## src/inc/dsr_map.svh

```systemverilog
// Register offsets, field positions, reset values and codes of the DMA
// sync, interrupt share, reload and core-to-core FIFO block.
// Assumes a 16-bit CPU register port with word addresses.
`ifndef DSR_MAP_SVH
`define DSR_MAP_SVH

`define DSR_CH_NUM          6
`define DSR_FIFO_DEPTH      8
`define DSR_FIFO_AW         3

// Register word addresses
`define DSR_A_PREC          6'h00
`define DSR_A_BANK_SWITCH_CONTROL_REG          6'h01
`define DSR_A_IFR           6'h02
`define DSR_A_IMR           6'h03
`define DSR_A_SYNC0         6'h08
`define DSR_A_RSA0          6'h10
`define DSR_A_RDA0          6'h18
`define DSR_A_REC0          6'h20
`define DSR_A_RFC0          6'h28
`define DSR_A_CUR0          6'h30

// Priority and enable register fields
`define DSR_PREC_FREE       15
`define DSR_PREC_AUTOSEL    14
`define DSR_PREC_PRIO_LO    8
`define DSR_PREC_ISEL_LO    6
`define DSR_PREC_EN_LO      0
`define DSR_PREC_RESET      16'h0000

// Bank switch control: interprocessor request
`define DSR_BANK_SWITCH_CONTROL_REG_IPREQ      8

// Interrupt flag positions
`define DSR_IF_SHARE0       6
`define DSR_IF_SHARE1       7
`define DSR_IF_SHARE2       10
`define DSR_IF_SHARE3       11
`define DSR_IF_CH4          12
`define DSR_IF_CH5          13
`define DSR_IF_PEER         14

// Sync select codes
`define DSR_SYN_NONE        4'h0
`define DSR_SYN_FIFO_IN     4'h7
`define DSR_SYN_FIFO_OUT    4'h8

// Interrupt share select values
`define DSR_ISEL_SERIAL     2'h0
`define DSR_ISEL_HALF       2'h1
`define DSR_ISEL_DMA        2'h2

`endif

```

## src/inc/dsr_pkg.sv

```systemverilog
// Types of the DMA sync, interrupt share and reload block.
// Assumes dsr_map.svh holds the numeric constants.
package dsr_pkg;

    // One DMA element access as seen by this block
    typedef struct packed {
        logic        req;
        logic        wr;
        logic [1:0]  space;
        logic [15:0] data;
    } dsr_acc_t;

    // Serial port events, receive then transmit per port
    typedef struct packed {
        logic [2:0] rx;
        logic [2:0] tx;
    } dsr_ser_t;

    // Reload set of one channel
    typedef struct packed {
        logic [15:0] src;
        logic [15:0] dst;
        logic [15:0] elem;
        logic [15:0] frame;
    } dsr_set_t;

    localparam logic [1:0] DSR_SPACE_IO = 2'h2;

endpackage : dsr_pkg

```

## src/rtl/dsr_core.sv

```systemverilog
// Per-channel DMA control: sync event select, interrupt sharing,
// autoinit reload sets, core-to-core FIFO and interprocessor request.
// Assumes one CPU clock, the peer on the same clock, and a DMA engine
// that reports block completion per channel and element accesses on one shared port.
//
// The register offsets and the plain strobed port were chosen for this implementation.
`include "dsr_map.svh"

module dsr_core
    import dsr_pkg::*;
#(
    parameter int CH_NUM = `DSR_CH_NUM,
    parameter int DEPTH  = `DSR_FIFO_DEPTH,
    parameter int AW     = `DSR_FIFO_AW
) (
    // Clock and reset
    input  wire logic              i_clk,
    input  wire logic              i_rstn,
    // Register port
    input  wire logic [5:0]        i_addr,
    input  wire logic [15:0]       i_wdata,
    input  wire logic              i_wr,
    input  wire logic              i_rd,
    output logic      [15:0]       o_rdata,
    // Interrupt
    output logic                   o_irq,
    // Serial port events and interrupts
    input  wire dsr_ser_t          i_ser_evt,
    input  wire dsr_ser_t          i_ser_irq,
    // DMA engine side
    input  wire logic [CH_NUM-1:0] i_ch_done,
    input  wire logic [CH_NUM-1:0] i_ch_auto,
    input  wire logic [CH_NUM-1:0] i_ch_global,
    input  wire dsr_acc_t          i_acc,
    output logic      [CH_NUM-1:0] o_ch_go,
    output logic      [CH_NUM-1:0] o_ch_enable,
    output logic      [CH_NUM-1:0] o_ch_prio,
    output logic                   o_free_run,
    output logic      [CH_NUM-1:0] o_ch_peer_mem,
    output logic      [15:0]       o_acc_rdata,
    output logic                   o_acc_ext,
    // Peer subsystem
    input  wire logic [15:0]       i_peer_data,
    input  wire logic              i_peer_valid,
    output logic                   o_peer_ready,
    output logic      [15:0]       o_peer_data,
    output logic                   o_peer_valid,
    input  wire logic              i_peer_ready,
    input  wire logic              i_peer_ipreq,
    output logic                   o_peer_ipreq
);

    logic [15:0]       prec;
    logic [15:0]       interrupt_flag_reg;
    logic [15:0]       interrupt_mask_reg;
    logic [3:0]        sync_sel [CH_NUM];
    dsr_set_t          rel      [CH_NUM];
    dsr_set_t          cur      [CH_NUM];
    logic [15:0]       in_mem   [DEPTH];
    logic [AW:0]       in_wp;
    logic [AW:0]       in_rp;
    logic [15:0]       out_mem  [DEPTH];
    logic [AW:0]       out_wp;
    logic [AW:0]       out_rp;
    logic              in_ne;
    logic              out_nf;
    logic              io_acc;
    logic              in_pop;
    logic              out_push;
    logic [1:0]        isel;
    logic [15:0]       next_ifr_set;
    logic [15:0]       next_rdata;
    logic              wr_ifr_rd;

    // Sync code to event; codes above 8 match nothing
    function automatic logic sync_ok(input logic [3:0] code,
                                     input dsr_ser_t ev,
                                     input logic ne, input logic nf);
        case (code)
            4'h0:    sync_ok = 1'b1;
            4'h1:    sync_ok = ev.rx[0];
            4'h2:    sync_ok = ev.tx[0];
            4'h3:    sync_ok = ev.rx[2];
            4'h4:    sync_ok = ev.tx[2];
            4'h5:    sync_ok = ev.rx[1];
            4'h6:    sync_ok = ev.tx[1];
            4'h7:    sync_ok = ne;
            4'h8:    sync_ok = nf;
            default: sync_ok = 1'b0;
        endcase
    endfunction : sync_ok

    function automatic logic [AW:0] ptr_inc(input logic [AW:0] p);
        ptr_inc = p + {{AW{1'b0}}, 1'b1};
    endfunction : ptr_inc

    assign isel   = prec[`DSR_PREC_ISEL_LO +: 2];
    assign in_ne  = (in_wp != in_rp);
    assign out_nf = (out_wp[AW-1:0] != out_rp[AW-1:0])
                    || (out_wp[AW] == out_rp[AW]);
    // Any DMA I/O space access goes to the FIFOs, never to external I/O
    assign io_acc   = i_acc.req && i_acc.space == DSR_SPACE_IO;
    assign in_pop   = io_acc && !i_acc.wr && in_ne;
    assign out_push = io_acc && i_acc.wr && out_nf;
    assign o_acc_ext = 1'b0;

    assign o_free_run    = prec[`DSR_PREC_FREE];
    assign o_ch_prio     = prec[`DSR_PREC_PRIO_LO +: CH_NUM];
    assign o_ch_enable   = prec[`DSR_PREC_EN_LO +: CH_NUM];
    assign o_ch_peer_mem = i_ch_global;
    assign o_irq         = |(interrupt_flag_reg & interrupt_mask_reg);

    always_comb begin
        for (int c = 0; c < CH_NUM; c++) begin
            o_ch_go[c] = o_ch_enable[c]
                         && sync_ok(sync_sel[c], i_ser_evt, in_ne, out_nf);
        end
    end

    // Interrupt sources routed onto flag positions
    always_comb begin
        next_ifr_set = 16'h0000;
        if (isel == `DSR_ISEL_DMA) begin
            next_ifr_set[`DSR_IF_SHARE0] = i_ch_done[0];
            next_ifr_set[`DSR_IF_SHARE1] = i_ch_done[1];
        end else begin
            next_ifr_set[`DSR_IF_SHARE0] = i_ser_irq.rx[2];
            next_ifr_set[`DSR_IF_SHARE1] = i_ser_irq.tx[2];
        end
        if (isel == `DSR_ISEL_DMA || isel == `DSR_ISEL_HALF) begin
            next_ifr_set[`DSR_IF_SHARE2] = i_ch_done[2];
            next_ifr_set[`DSR_IF_SHARE3] = i_ch_done[3];
        end else if (isel == `DSR_ISEL_SERIAL) begin
            next_ifr_set[`DSR_IF_SHARE2] = i_ser_irq.rx[1];
            next_ifr_set[`DSR_IF_SHARE3] = i_ser_irq.tx[1];
        end
        next_ifr_set[`DSR_IF_CH4] = i_ch_done[4];
        next_ifr_set[`DSR_IF_CH5] = i_ch_done[5];
        next_ifr_set[`DSR_IF_PEER] = i_peer_ipreq;
    end

    // Register read mux
    always_comb begin
        next_rdata = 16'h0000;
        if (i_addr == `DSR_A_PREC) begin
            next_rdata = prec;
        end else if (i_addr == `DSR_A_BANK_SWITCH_CONTROL_REG) begin
            next_rdata = 16'h0000;
        end else if (i_addr == `DSR_A_IFR) begin
            next_rdata = interrupt_flag_reg;
        end else if (i_addr == `DSR_A_IMR) begin
            next_rdata = interrupt_mask_reg;
        end else begin
            for (int c = 0; c < CH_NUM; c++) begin
                if (i_addr == `DSR_A_SYNC0 + 6'(c)) begin
                    next_rdata = {12'h000, sync_sel[c]};
                end else if (i_addr == `DSR_A_RSA0 + 6'(c)) begin
                    next_rdata = rel[c].src;
                end else if (i_addr == `DSR_A_RDA0 + 6'(c)) begin
                    next_rdata = rel[c].dst;
                end else if (i_addr == `DSR_A_REC0 + 6'(c)) begin
                    next_rdata = rel[c].elem;
                end else if (i_addr == `DSR_A_RFC0 + 6'(c)) begin
                    next_rdata = rel[c].frame;
                end else if (i_addr == `DSR_A_CUR0 + 6'(c)) begin
                    next_rdata = cur[c].elem;
                end
            end
        end
    end

    assign wr_ifr_rd = i_rd && (i_addr == `DSR_A_IFR);

    always_ff @(posedge i_clk or negedge i_rstn) begin
        if (!i_rstn) begin
            o_rdata <= 16'h0000;
        end else begin
            o_rdata <= i_rd ? next_rdata : 16'h0000;
        end
    end

    // Priority and enable register; reserved share code 11 is kept
    always_ff @(posedge i_clk or negedge i_rstn) begin
        if (!i_rstn) begin
            prec <= `DSR_PREC_RESET;
        end else if (i_wr && i_addr == `DSR_A_PREC) begin
            prec <= i_wdata;
        end
    end

    // Flags: sticky, cleared by read; a new event wins over the clear
    always_ff @(posedge i_clk or negedge i_rstn) begin
        if (!i_rstn) begin
            interrupt_flag_reg <= 16'h0000;
        end else begin
            interrupt_flag_reg <= (wr_ifr_rd ? 16'h0000 : interrupt_flag_reg) | next_ifr_set;
        end
    end

    always_ff @(posedge i_clk or negedge i_rstn) begin
        if (!i_rstn) begin
            interrupt_mask_reg <= 16'h0000;
        end else if (i_wr && i_addr == `DSR_A_IMR) begin
            interrupt_mask_reg <= i_wdata;
        end
    end

    // Interprocessor request pulse to the peer
    always_ff @(posedge i_clk or negedge i_rstn) begin
        if (!i_rstn) begin
            o_peer_ipreq <= 1'b0;
        end else begin
            o_peer_ipreq <= i_wr && i_addr == `DSR_A_BANK_SWITCH_CONTROL_REG
                            && i_wdata[`DSR_BANK_SWITCH_CONTROL_REG_IPREQ];
        end
    end

    // Sync selects and reload sets, written from the register port
    always_ff @(posedge i_clk or negedge i_rstn) begin
        if (!i_rstn) begin
            for (int c = 0; c < CH_NUM; c++) begin
                sync_sel[c] <= `DSR_SYN_NONE;
                rel[c]      <= '0;
            end
        end else if (i_wr) begin
            for (int c = 0; c < CH_NUM; c++) begin
                if (i_addr == `DSR_A_SYNC0 + 6'(c)) begin
                    sync_sel[c] <= i_wdata[3:0];
                end else if (i_addr == `DSR_A_RSA0 + 6'(c)) begin
                    rel[c].src <= i_wdata;
                end else if (i_addr == `DSR_A_RDA0 + 6'(c)) begin
                    rel[c].dst <= i_wdata;
                end else if (i_addr == `DSR_A_REC0 + 6'(c)) begin
                    rel[c].elem <= i_wdata;
                end else if (i_addr == `DSR_A_RFC0 + 6'(c)) begin
                    rel[c].frame <= i_wdata;
                end
            end
        end
    end

    // Working set only changes at block completion with autoinit
    always_ff @(posedge i_clk or negedge i_rstn) begin
        if (!i_rstn) begin
            for (int c = 0; c < CH_NUM; c++) begin
                cur[c] <= '0;
            end
        end else begin
            for (int c = 0; c < CH_NUM; c++) begin
                if (i_ch_done[c] && i_ch_auto[c]) begin
                    cur[c] <= prec[`DSR_PREC_AUTOSEL] ? rel[c]
                                                     : rel[0];
                end
            end
        end
    end

    // Input FIFO, filled by the peer, drained by DMA I/O reads
    assign o_peer_ready = !((in_wp[AW-1:0] == in_rp[AW-1:0])
                            && (in_wp[AW] != in_rp[AW]));
    always_ff @(posedge i_clk or negedge i_rstn) begin
        if (!i_rstn) begin
            in_wp <= '0;
        end else if (i_peer_valid && o_peer_ready) begin
            in_mem[in_wp[AW-1:0]] <= i_peer_data;
            in_wp <= ptr_inc(in_wp);
        end
    end

    always_ff @(posedge i_clk or negedge i_rstn) begin
        if (!i_rstn) begin
            in_rp       <= '0;
            o_acc_rdata <= 16'h0000;
        end else if (in_pop) begin
            o_acc_rdata <= in_mem[in_rp[AW-1:0]];
            in_rp       <= ptr_inc(in_rp);
        end
    end

    // Output FIFO, filled by DMA I/O writes, drained by the peer
    assign o_peer_valid = (out_wp != out_rp);
    assign o_peer_data  = out_mem[out_rp[AW-1:0]];
    always_ff @(posedge i_clk or negedge i_rstn) begin
        if (!i_rstn) begin
            out_wp <= '0;
        end else if (out_push) begin
            out_mem[out_wp[AW-1:0]] <= i_acc.data;
            out_wp <= ptr_inc(out_wp);
        end
    end

    always_ff @(posedge i_clk or negedge i_rstn) begin
        if (!i_rstn) begin
            out_rp <= '0;
        end else if (o_peer_valid && i_peer_ready) begin
            out_rp <= ptr_inc(out_rp);
        end
    end

endmodule : dsr_core

```

## config.mk

```make
export PLATFORM = sky130hd
export DESIGN_NAME = dsr_core
export DESIGN_NICKNAME = d
export VERILOG_FILES = /design/src/inc/dsr_pkg.sv /design/src/rtl/dsr_core.sv
export VERILOG_INCLUDE_DIRS = /design/src /design/src/inc
export SDC_FILE = /design/constraint.sdc
export NUM_CORES = 1
export LEC_CHECK = 0
export BUFFER_PORTS_ARGS = -buffer_cell sky130_fd_sc_hd__clkbuf_2
export CAP_MARGIN = 20
export CORE_MARGIN = 2
export CORE_UTILIZATION = 55
export DETAILED_ROUTE_END_ITERATION = 8
export PLACE_DENSITY = 0.8
export SETUP_SLACK_MARGIN = 0.1
export SLEW_MARGIN = 20
export SYNTH_ARGS = -nofsm -noshare
export SYNTH_HDL_FRONTEND = slang
export SYNTH_SLANG_ARGS = --single-unit
```

## constraint.sdc

```tcl
create_clock -name i_clk -period 5.52 [get_ports i_clk]
set_clock_uncertainty 0.05 [all_clocks]
set_input_delay 0.276 -clock i_clk [delete_from_list [all_inputs] [get_ports i_clk]]
set_output_delay 0.276 -clock i_clk [all_outputs]
set_load 0.1 [all_outputs]
```

==> results of run 1 <==
-- report_power, final --
| part | switching (mW) | leakage, nW | total (mW) | internal [mW] |
|---|---|---|---|---|
| Sequential | 0.526 | 10.0 | 7.74 | 7.21 |
| Clock | 2.44 | 1.36 | 5.80 | 3.36 |
| Combinational | 2.80 | 6.28 | 4.17 | 1.37 |
| Total | 5.76 | 17.7 | 17.7 | 12.0 |
-- kinds of logic after synthesis --
| kind of cell | count (synthesis) | share of synthesized area |
|---|---|---|
| AND/OR/NAND/NOR | 432 | 0.0592 |
| buffers and inverters | 229 | 0.0274 |
| multiplexers | 579 | 0.196 |
| flip-flops | 848 | 0.606 |
| XOR/XNOR | 20 | 0.00472 |
| AO/OA/AOI/OAI | 574 | 0.105 |
| other | 1 | 0.000101 |
| adder cells (fa/ha/maj) | 6 | 0.00202 |
-- area by class of cell --
class | count | area share
clock buffers | 108 | 0.0548
clock inverters | 44 | 0.0116
flip-flops and latches | 848 | 0.538
well taps | 873 | 0.0261
repair buffers | 265 | 0.0416
inverters | 8 | 0.000718
multi-input cells | 1612 | 0.327
-- tightest hold or removal path, stage by stage --
cell and delay [ns]:
clkbuf_2 0.09, and2_1 0.21, xor2_1 0.10
-- per-stage QoR --
stage	hold slack, ns	std cells
4_1_cts	0.0122	3758
3_3_place_gp	0.225	3558
2_1_floorplan	-0.0696	2689
5_1_grt	0.0378	3758
3_5_place_dp	0.234	3561
6_report	0.0260	3758
-- metal layers --
layer  routed length, um  share of wire
met2               49200           0.48
met3                8930          0.087
met5                  53        0.00051
met1               40500           0.39
met4                4360          0.042
-- layout by cell type (no fill, tap or decap), drive strengths merged, types with 10 or more instances in the layout --
master / count
a2111oi: 10
a211oi: 13
a21oi: 207
a221o: 28
a221oi: 58
a222oi: 14
a22o: 13
a22oi: 20
a31oi: 15
buf: 64
clkbuf: 264
clkinv: 28
dfrtp: 592
dlygate4sd3: 45
edfxtp: 256
inv: 12
mux2: 478
mux2i: 31
mux4: 70
nand2: 79
nand3: 26
nand4: 10
nor2: 156
nor2b: 28
nor3: 36
nor3b: 10
nor4: 12
o211ai: 19
o21ai: 41
o221ai: 40
o22ai: 67
or3: 22
xor2: 11
-- worst paths after layout --
path	start	cells after the start	slack [ns]	end
worst max register to register	out_wp[1]	7	1.79	out_mem[5][9]
min in group asynchronous	i_rstn	2	0.14	cur[90]
worst min-delay path	i_peer_ready	3	0.03	out_rp[0]
worst min register to register	o_acc_rdata[0]	2	0.43	o_acc_rdata[0]
worst max-delay path	in_rp[1]	7	1.63	o_ch_go[5]
max in group asynchronous	i_rstn	4	3.14	rel[233]
==> flow_summary.json, run 1 <==
{
  "hold_buffers": 45,
  "clock_latency_ns": 0.65,
  "cp_max_fo": 36,
  "rows": 95,
  "postRouteAntennaNets": 0,
  "die_h_um": 264,
  "drt_iter0_drc": 2870,
  "dp.final_hpwl_um": 67300,
  "synth_top_area_share": 0.399,
  "design_area_um2": 41800,
  "critPathTopFamily": "buffers and inverters",
  "async_flop_share": 0.698,
  "p_leak_nw": 17.7,
  "grt_usage": 0.296,
  "drc_errors": 0,
  "p_total_mw": 17.7,
  "multiInputGateArea_um2": 13700,
  "synth_cells": 2689,
  "synth.most_common_cell": "dfrtp_1",
  "grt.met1_usage": 0.394,
  "num_vias": 25276,
  "drv_cap": 0,
  "hold_class": "input port to register",
  "synthFlopType": "dfrtp_1",
  "firstDrtPassIters": 6,
  "grt_pass1_wl_um": 157000,
  "synth.top_cells.by_count": "dfrtp_1, mux2_2, edfxtp_1",
  "required_ns": 5.19,
  "yosysTopAreaCell": "dfrtp_1",
  "crit_path_top_delay_cell": "or4_1",
  "powerDensity_nw_per_um2": 424,
  "layout_setup_ws_ns": 1.63,
  "cp.buffers_inverters": 2,
  "cts_tree": "done",
  "cts_buffer_depth": 3,
  "status": "finished, final reports clean",
  "die_area_um2": 69600,
  "antenna_found_initial": 4,
  "critical-path-max-stage-delay_ns": 0.71,
  "grtUsageMet2": 0.475,
  "ctsResizeCount": 0,
  "drive_gt1_frac": 0.321,
  "area_delta_synth_final_pct": 12.6,
  "postPlaceCellArea_um2": 38600,
  "die_x_um": 264,
  "top_register": "rel",
  "yosys_warnings": 0,
  "rsz0062_at_grt": "no",
  "irDropWorstVdd_mv": 0.511,
  "period_needed_ns": 3.89,
  "yosysUniqueCellTypes": 68,
  "gr-total-overflow": 0,
  "crit_arrival_ns": 3.56,
  "core-area_um2": 67000,
  "hold_viol_final": 0,
  "grt_max_degree": 81,
  "path_class": "register to output port",
  "maxSlewViolCount": 0,
  "finalCoreUtilization": 0.624,
  "fmaxAchievable_ghz": 0.257,
  "ys_ff_latch": 848,
  "min_period_over_period": 0.704,
  "wl_per_cell_um": 27.4,
  "avgSynthCellArea_um2": 13.8,
  "nNetsFinal": 2921,
  "gp_congestion": 0.967,
  "relSlewSlack": 0.198,
  "ioPinCount": 173,
  "syn_nets": 2790,
  "preCtsSetupSlack_ns": 1.68,
  "tns_ns": 0,
  "path_clk_slew_ns": 0.06,
  "use_met3": 0.0586,
  "setup_viol": 0,
  "h-tree-depth": 3,
  "grt_most_used_layer": "met2",
  "cts_buffers": 85,
  "initial_core_util": 0.554,
  "critPathCaptureType": "output port",
  "syn_area_um2": 37100,
  "crit_chain": "buf_4 > xor2_1 > or4_1 > mux4_2 > a32oi_1 > nor2b_1 > clkbuf_2",
  "start_kind": "register",
  "port_buffers": 157,
  "tightest_slew_ns": 1.19,
  "cts_sinks": 848,
  "via_per_inst": 6.73,
  "post-cts-setup-buffer-count": 0,
  "ff_latch_area_um2": 22500,
  "synth_area_leaders": "dfrtp_1, edfxtp_1, mux2_2",
  "fillers": 4832,
  "grt_pass1_vias": 26032,
  "cts_root_buffer": "clkbuf_16",
  "totalWireLength_um": 103000,
  "num_antenna_cells": 0,
  "synth_edf_count": 256,
  "seq_area_frac_synth": 0.606,
  "largest_reg_flops": 384
}
No activity file was read; power rests on OpenSTA's default activity.
==> inputs of run 2 (changes only) <==
Clock period 5.52 ns to 3.9 ns, I/O delays scaled along.
==> flow_summary.json, run 2 (same netlist as run 1, synthesis figures left out) <==
{
  "grt_pass1_wl_um": 158000,
  "r2r-start": "out_wp[1]",
  "design_area_um2": 42500,
  "critPathCapture": "o_ch_go[5]",
  "reg2reg_to": "out_mem[2][0]",
  "via_per_inst": 6.64,
  "largest_reg_flops": 384,
  "r2r_slack_ns": 1.00,
  "path_class": "register to output port",
  "num_vias": 25352,
  "cts_root_buffer": "clkbuf_16",
  "tightest_slew_ns": 1.02,
  "finalCoreUtilization": 0.634,
  "min_period_over_period": 0.935,
  "status": "finished, final reports clean",
  "setup_viol": 0,
  "port_buffers": 157,
  "powerDensity_nw_per_um2": 607,
  "rsz0062_at_grt": "no",
  "clockPowerShare": 0.346,
  "drv_cap": 0,
  "dp.final_hpwl_um": 67900,
  "irDropWorstVdd_mv": 0.694,
  "cts_buffers": 87,
  "ff2ff_path_depth": 8,
  "gp_congestion": 0.945,
  "fmaxAchievable_ghz": 0.274,
  "cts_buffer_depth": 3,
  "num_antenna_cells": 0,
  "drc_errors": 0,
  "start_kind": "register",
  "wl_per_cell_um": 26.9,
  "path_clk_slew_ns": 0.06,
  "hold_viol_final": 0,
  "cts_sinks": 848,
  "p_leak_nw": 18.1,
  "startpoint": "in_wp[0]",
  "rows": 95,
  "period_needed_ns": 3.65,
  "grt_usage": 0.297,
  "grt_max_degree": 171,
  "p_int_mw": 17.6,
  "core-area_um2": 67000,
  "ff_latch_area_um2": 22500,
  "totalWireLength_um": 103000,
  "top_register": "rel",
  "postPlaceCellArea_um2": 38900,
  "tns_ns": 0,
  "hold_class": "input port to asynchronous set/reset pin",
  "initial_core_util": 0.554,
  "critPathCaptureType": "output port",
  "firstDrtPassIters": 8,
  "die_x_um": 264,
  "grt_pass1_vias": 26399,
  "seqPwrFrac": 0.425,
  "die_h_um": 264,
  "ioPinCount": 173,
  "final_cell_mix": "dfrtp_1, mux2_2, edfxtp_1",
  "fillers": 4725,
  "cts_tree": "done",
  "p_switching_mw": 8.19,
  "postRouteAntennaNets": 0,
  "drive_gt1_frac": 0.337,
  "maxSlewViolCount": 0,
  "gr-total-overflow": 0,
  "multiInputGateArea_um2": 13600,
  "netSwitchingFraction": 0.317,
  "drt_iter0_drc": 3032,
  "required_ns": 3.65,
  "cp_max_fo": 9,
  "antenna_found_initial": 5,
  "area_delta_synth_final_pct": 14.5,
  "nNetsFinal": 2975,
  "combPwrFrac": 0.228,
  "clock_latency_ns": 0.65,
  "post-cts-setup-buffer-count": 0,
  "die_area_um2": 69600,
  "final_common_cell": "dfrtp_1",
  "relSlewSlack": 0.319,
  "h-tree-depth": 3,
  "crit_arrival_ns": 3.40
}
## run 2: cell type report
type / count / share of cell area
Sequential cell: 848 / 0.529
Inverter: 8 / 0.000706
Multi-Input combinational cell: 1612 / 0.321
Tap cell: 873 / 0.0257
Clock inverter: 46 / 0.0144
Timing Repair Buffer: 317 / 0.0503
Clock buffer: 116 / 0.0588
## run 2: power by group through the flow
stage	Clock [mW]	Sequential, mW	Combinational [mW]
2_1_floorplan	0	11.5	4.08
3_3_place_gp	0	11.0	5.66
3_5_place_dp	0	11.1	5.83
4_1_cts	9.00	10.9	5.91
5_1_grt	9.39	11.1	6.23
6_report	8.93	11.0	5.89
## run 2: metal layers
layer | routed length [um] | share of wire | GRT usage | vias to the layer above
li1 | - | - | - | 10668
met1 | 40000 | 0.39 | 0.388 | 13122
met2 | 49900 | 0.49 | 0.482 | 1292
met3 | 9090 | 0.088 | 0.0686 | 260
met4 | 3630 | 0.035 | 0.121 | 10
met5 | 70 | 0.00068 | 0 | -
## run 2: repair_timing
action	in CTS	in global routing
resized for setup	0	0
hold buffers	47	0
endpoints found under the hold margin	340	0
## run 2: how the worst min path moves through the flow
stage	end	slack, ns	depth (start not counted)
global placement	rel[44]	0.07	1
finish	rel[45]	0.004	2
global route	rel[45]	0.03	2
floorplan	cur[144]	-0.15	0
detailed placement	rel[45]	0.07	1
CTS	rel[45]	0.02	2
## run 2: stage by stage
| stage | hold slack (ns) | setup slack (ns) | power (mW) | instances |
|---|---|---|---|---|
| floorplan | -0.151 | 0.482 | 15.5 | 2689 |
| global placement | 0.0659 | 0.845 | 16.7 | 3611 |
| detailed placement | 0.0652 | 0.707 | 16.9 | 3611 |
| CTS | 0.0156 | 0.232 | 25.9 | 3820 |
| global route | 0.0348 | 0.145 | 26.7 | 3820 |
| finish | 0.00412 | 0.254 | 25.8 | 3820 |
## run 2: worst max-delay path, cell delays in order (launching register included)
cell	delay, ns
dfrtp_1	0.52
xor2_1	0.21
or4_1	0.73
mux4_2	0.53
a32oi_1	0.31
nor2b_1	0.09
clkbuf_2	0.38
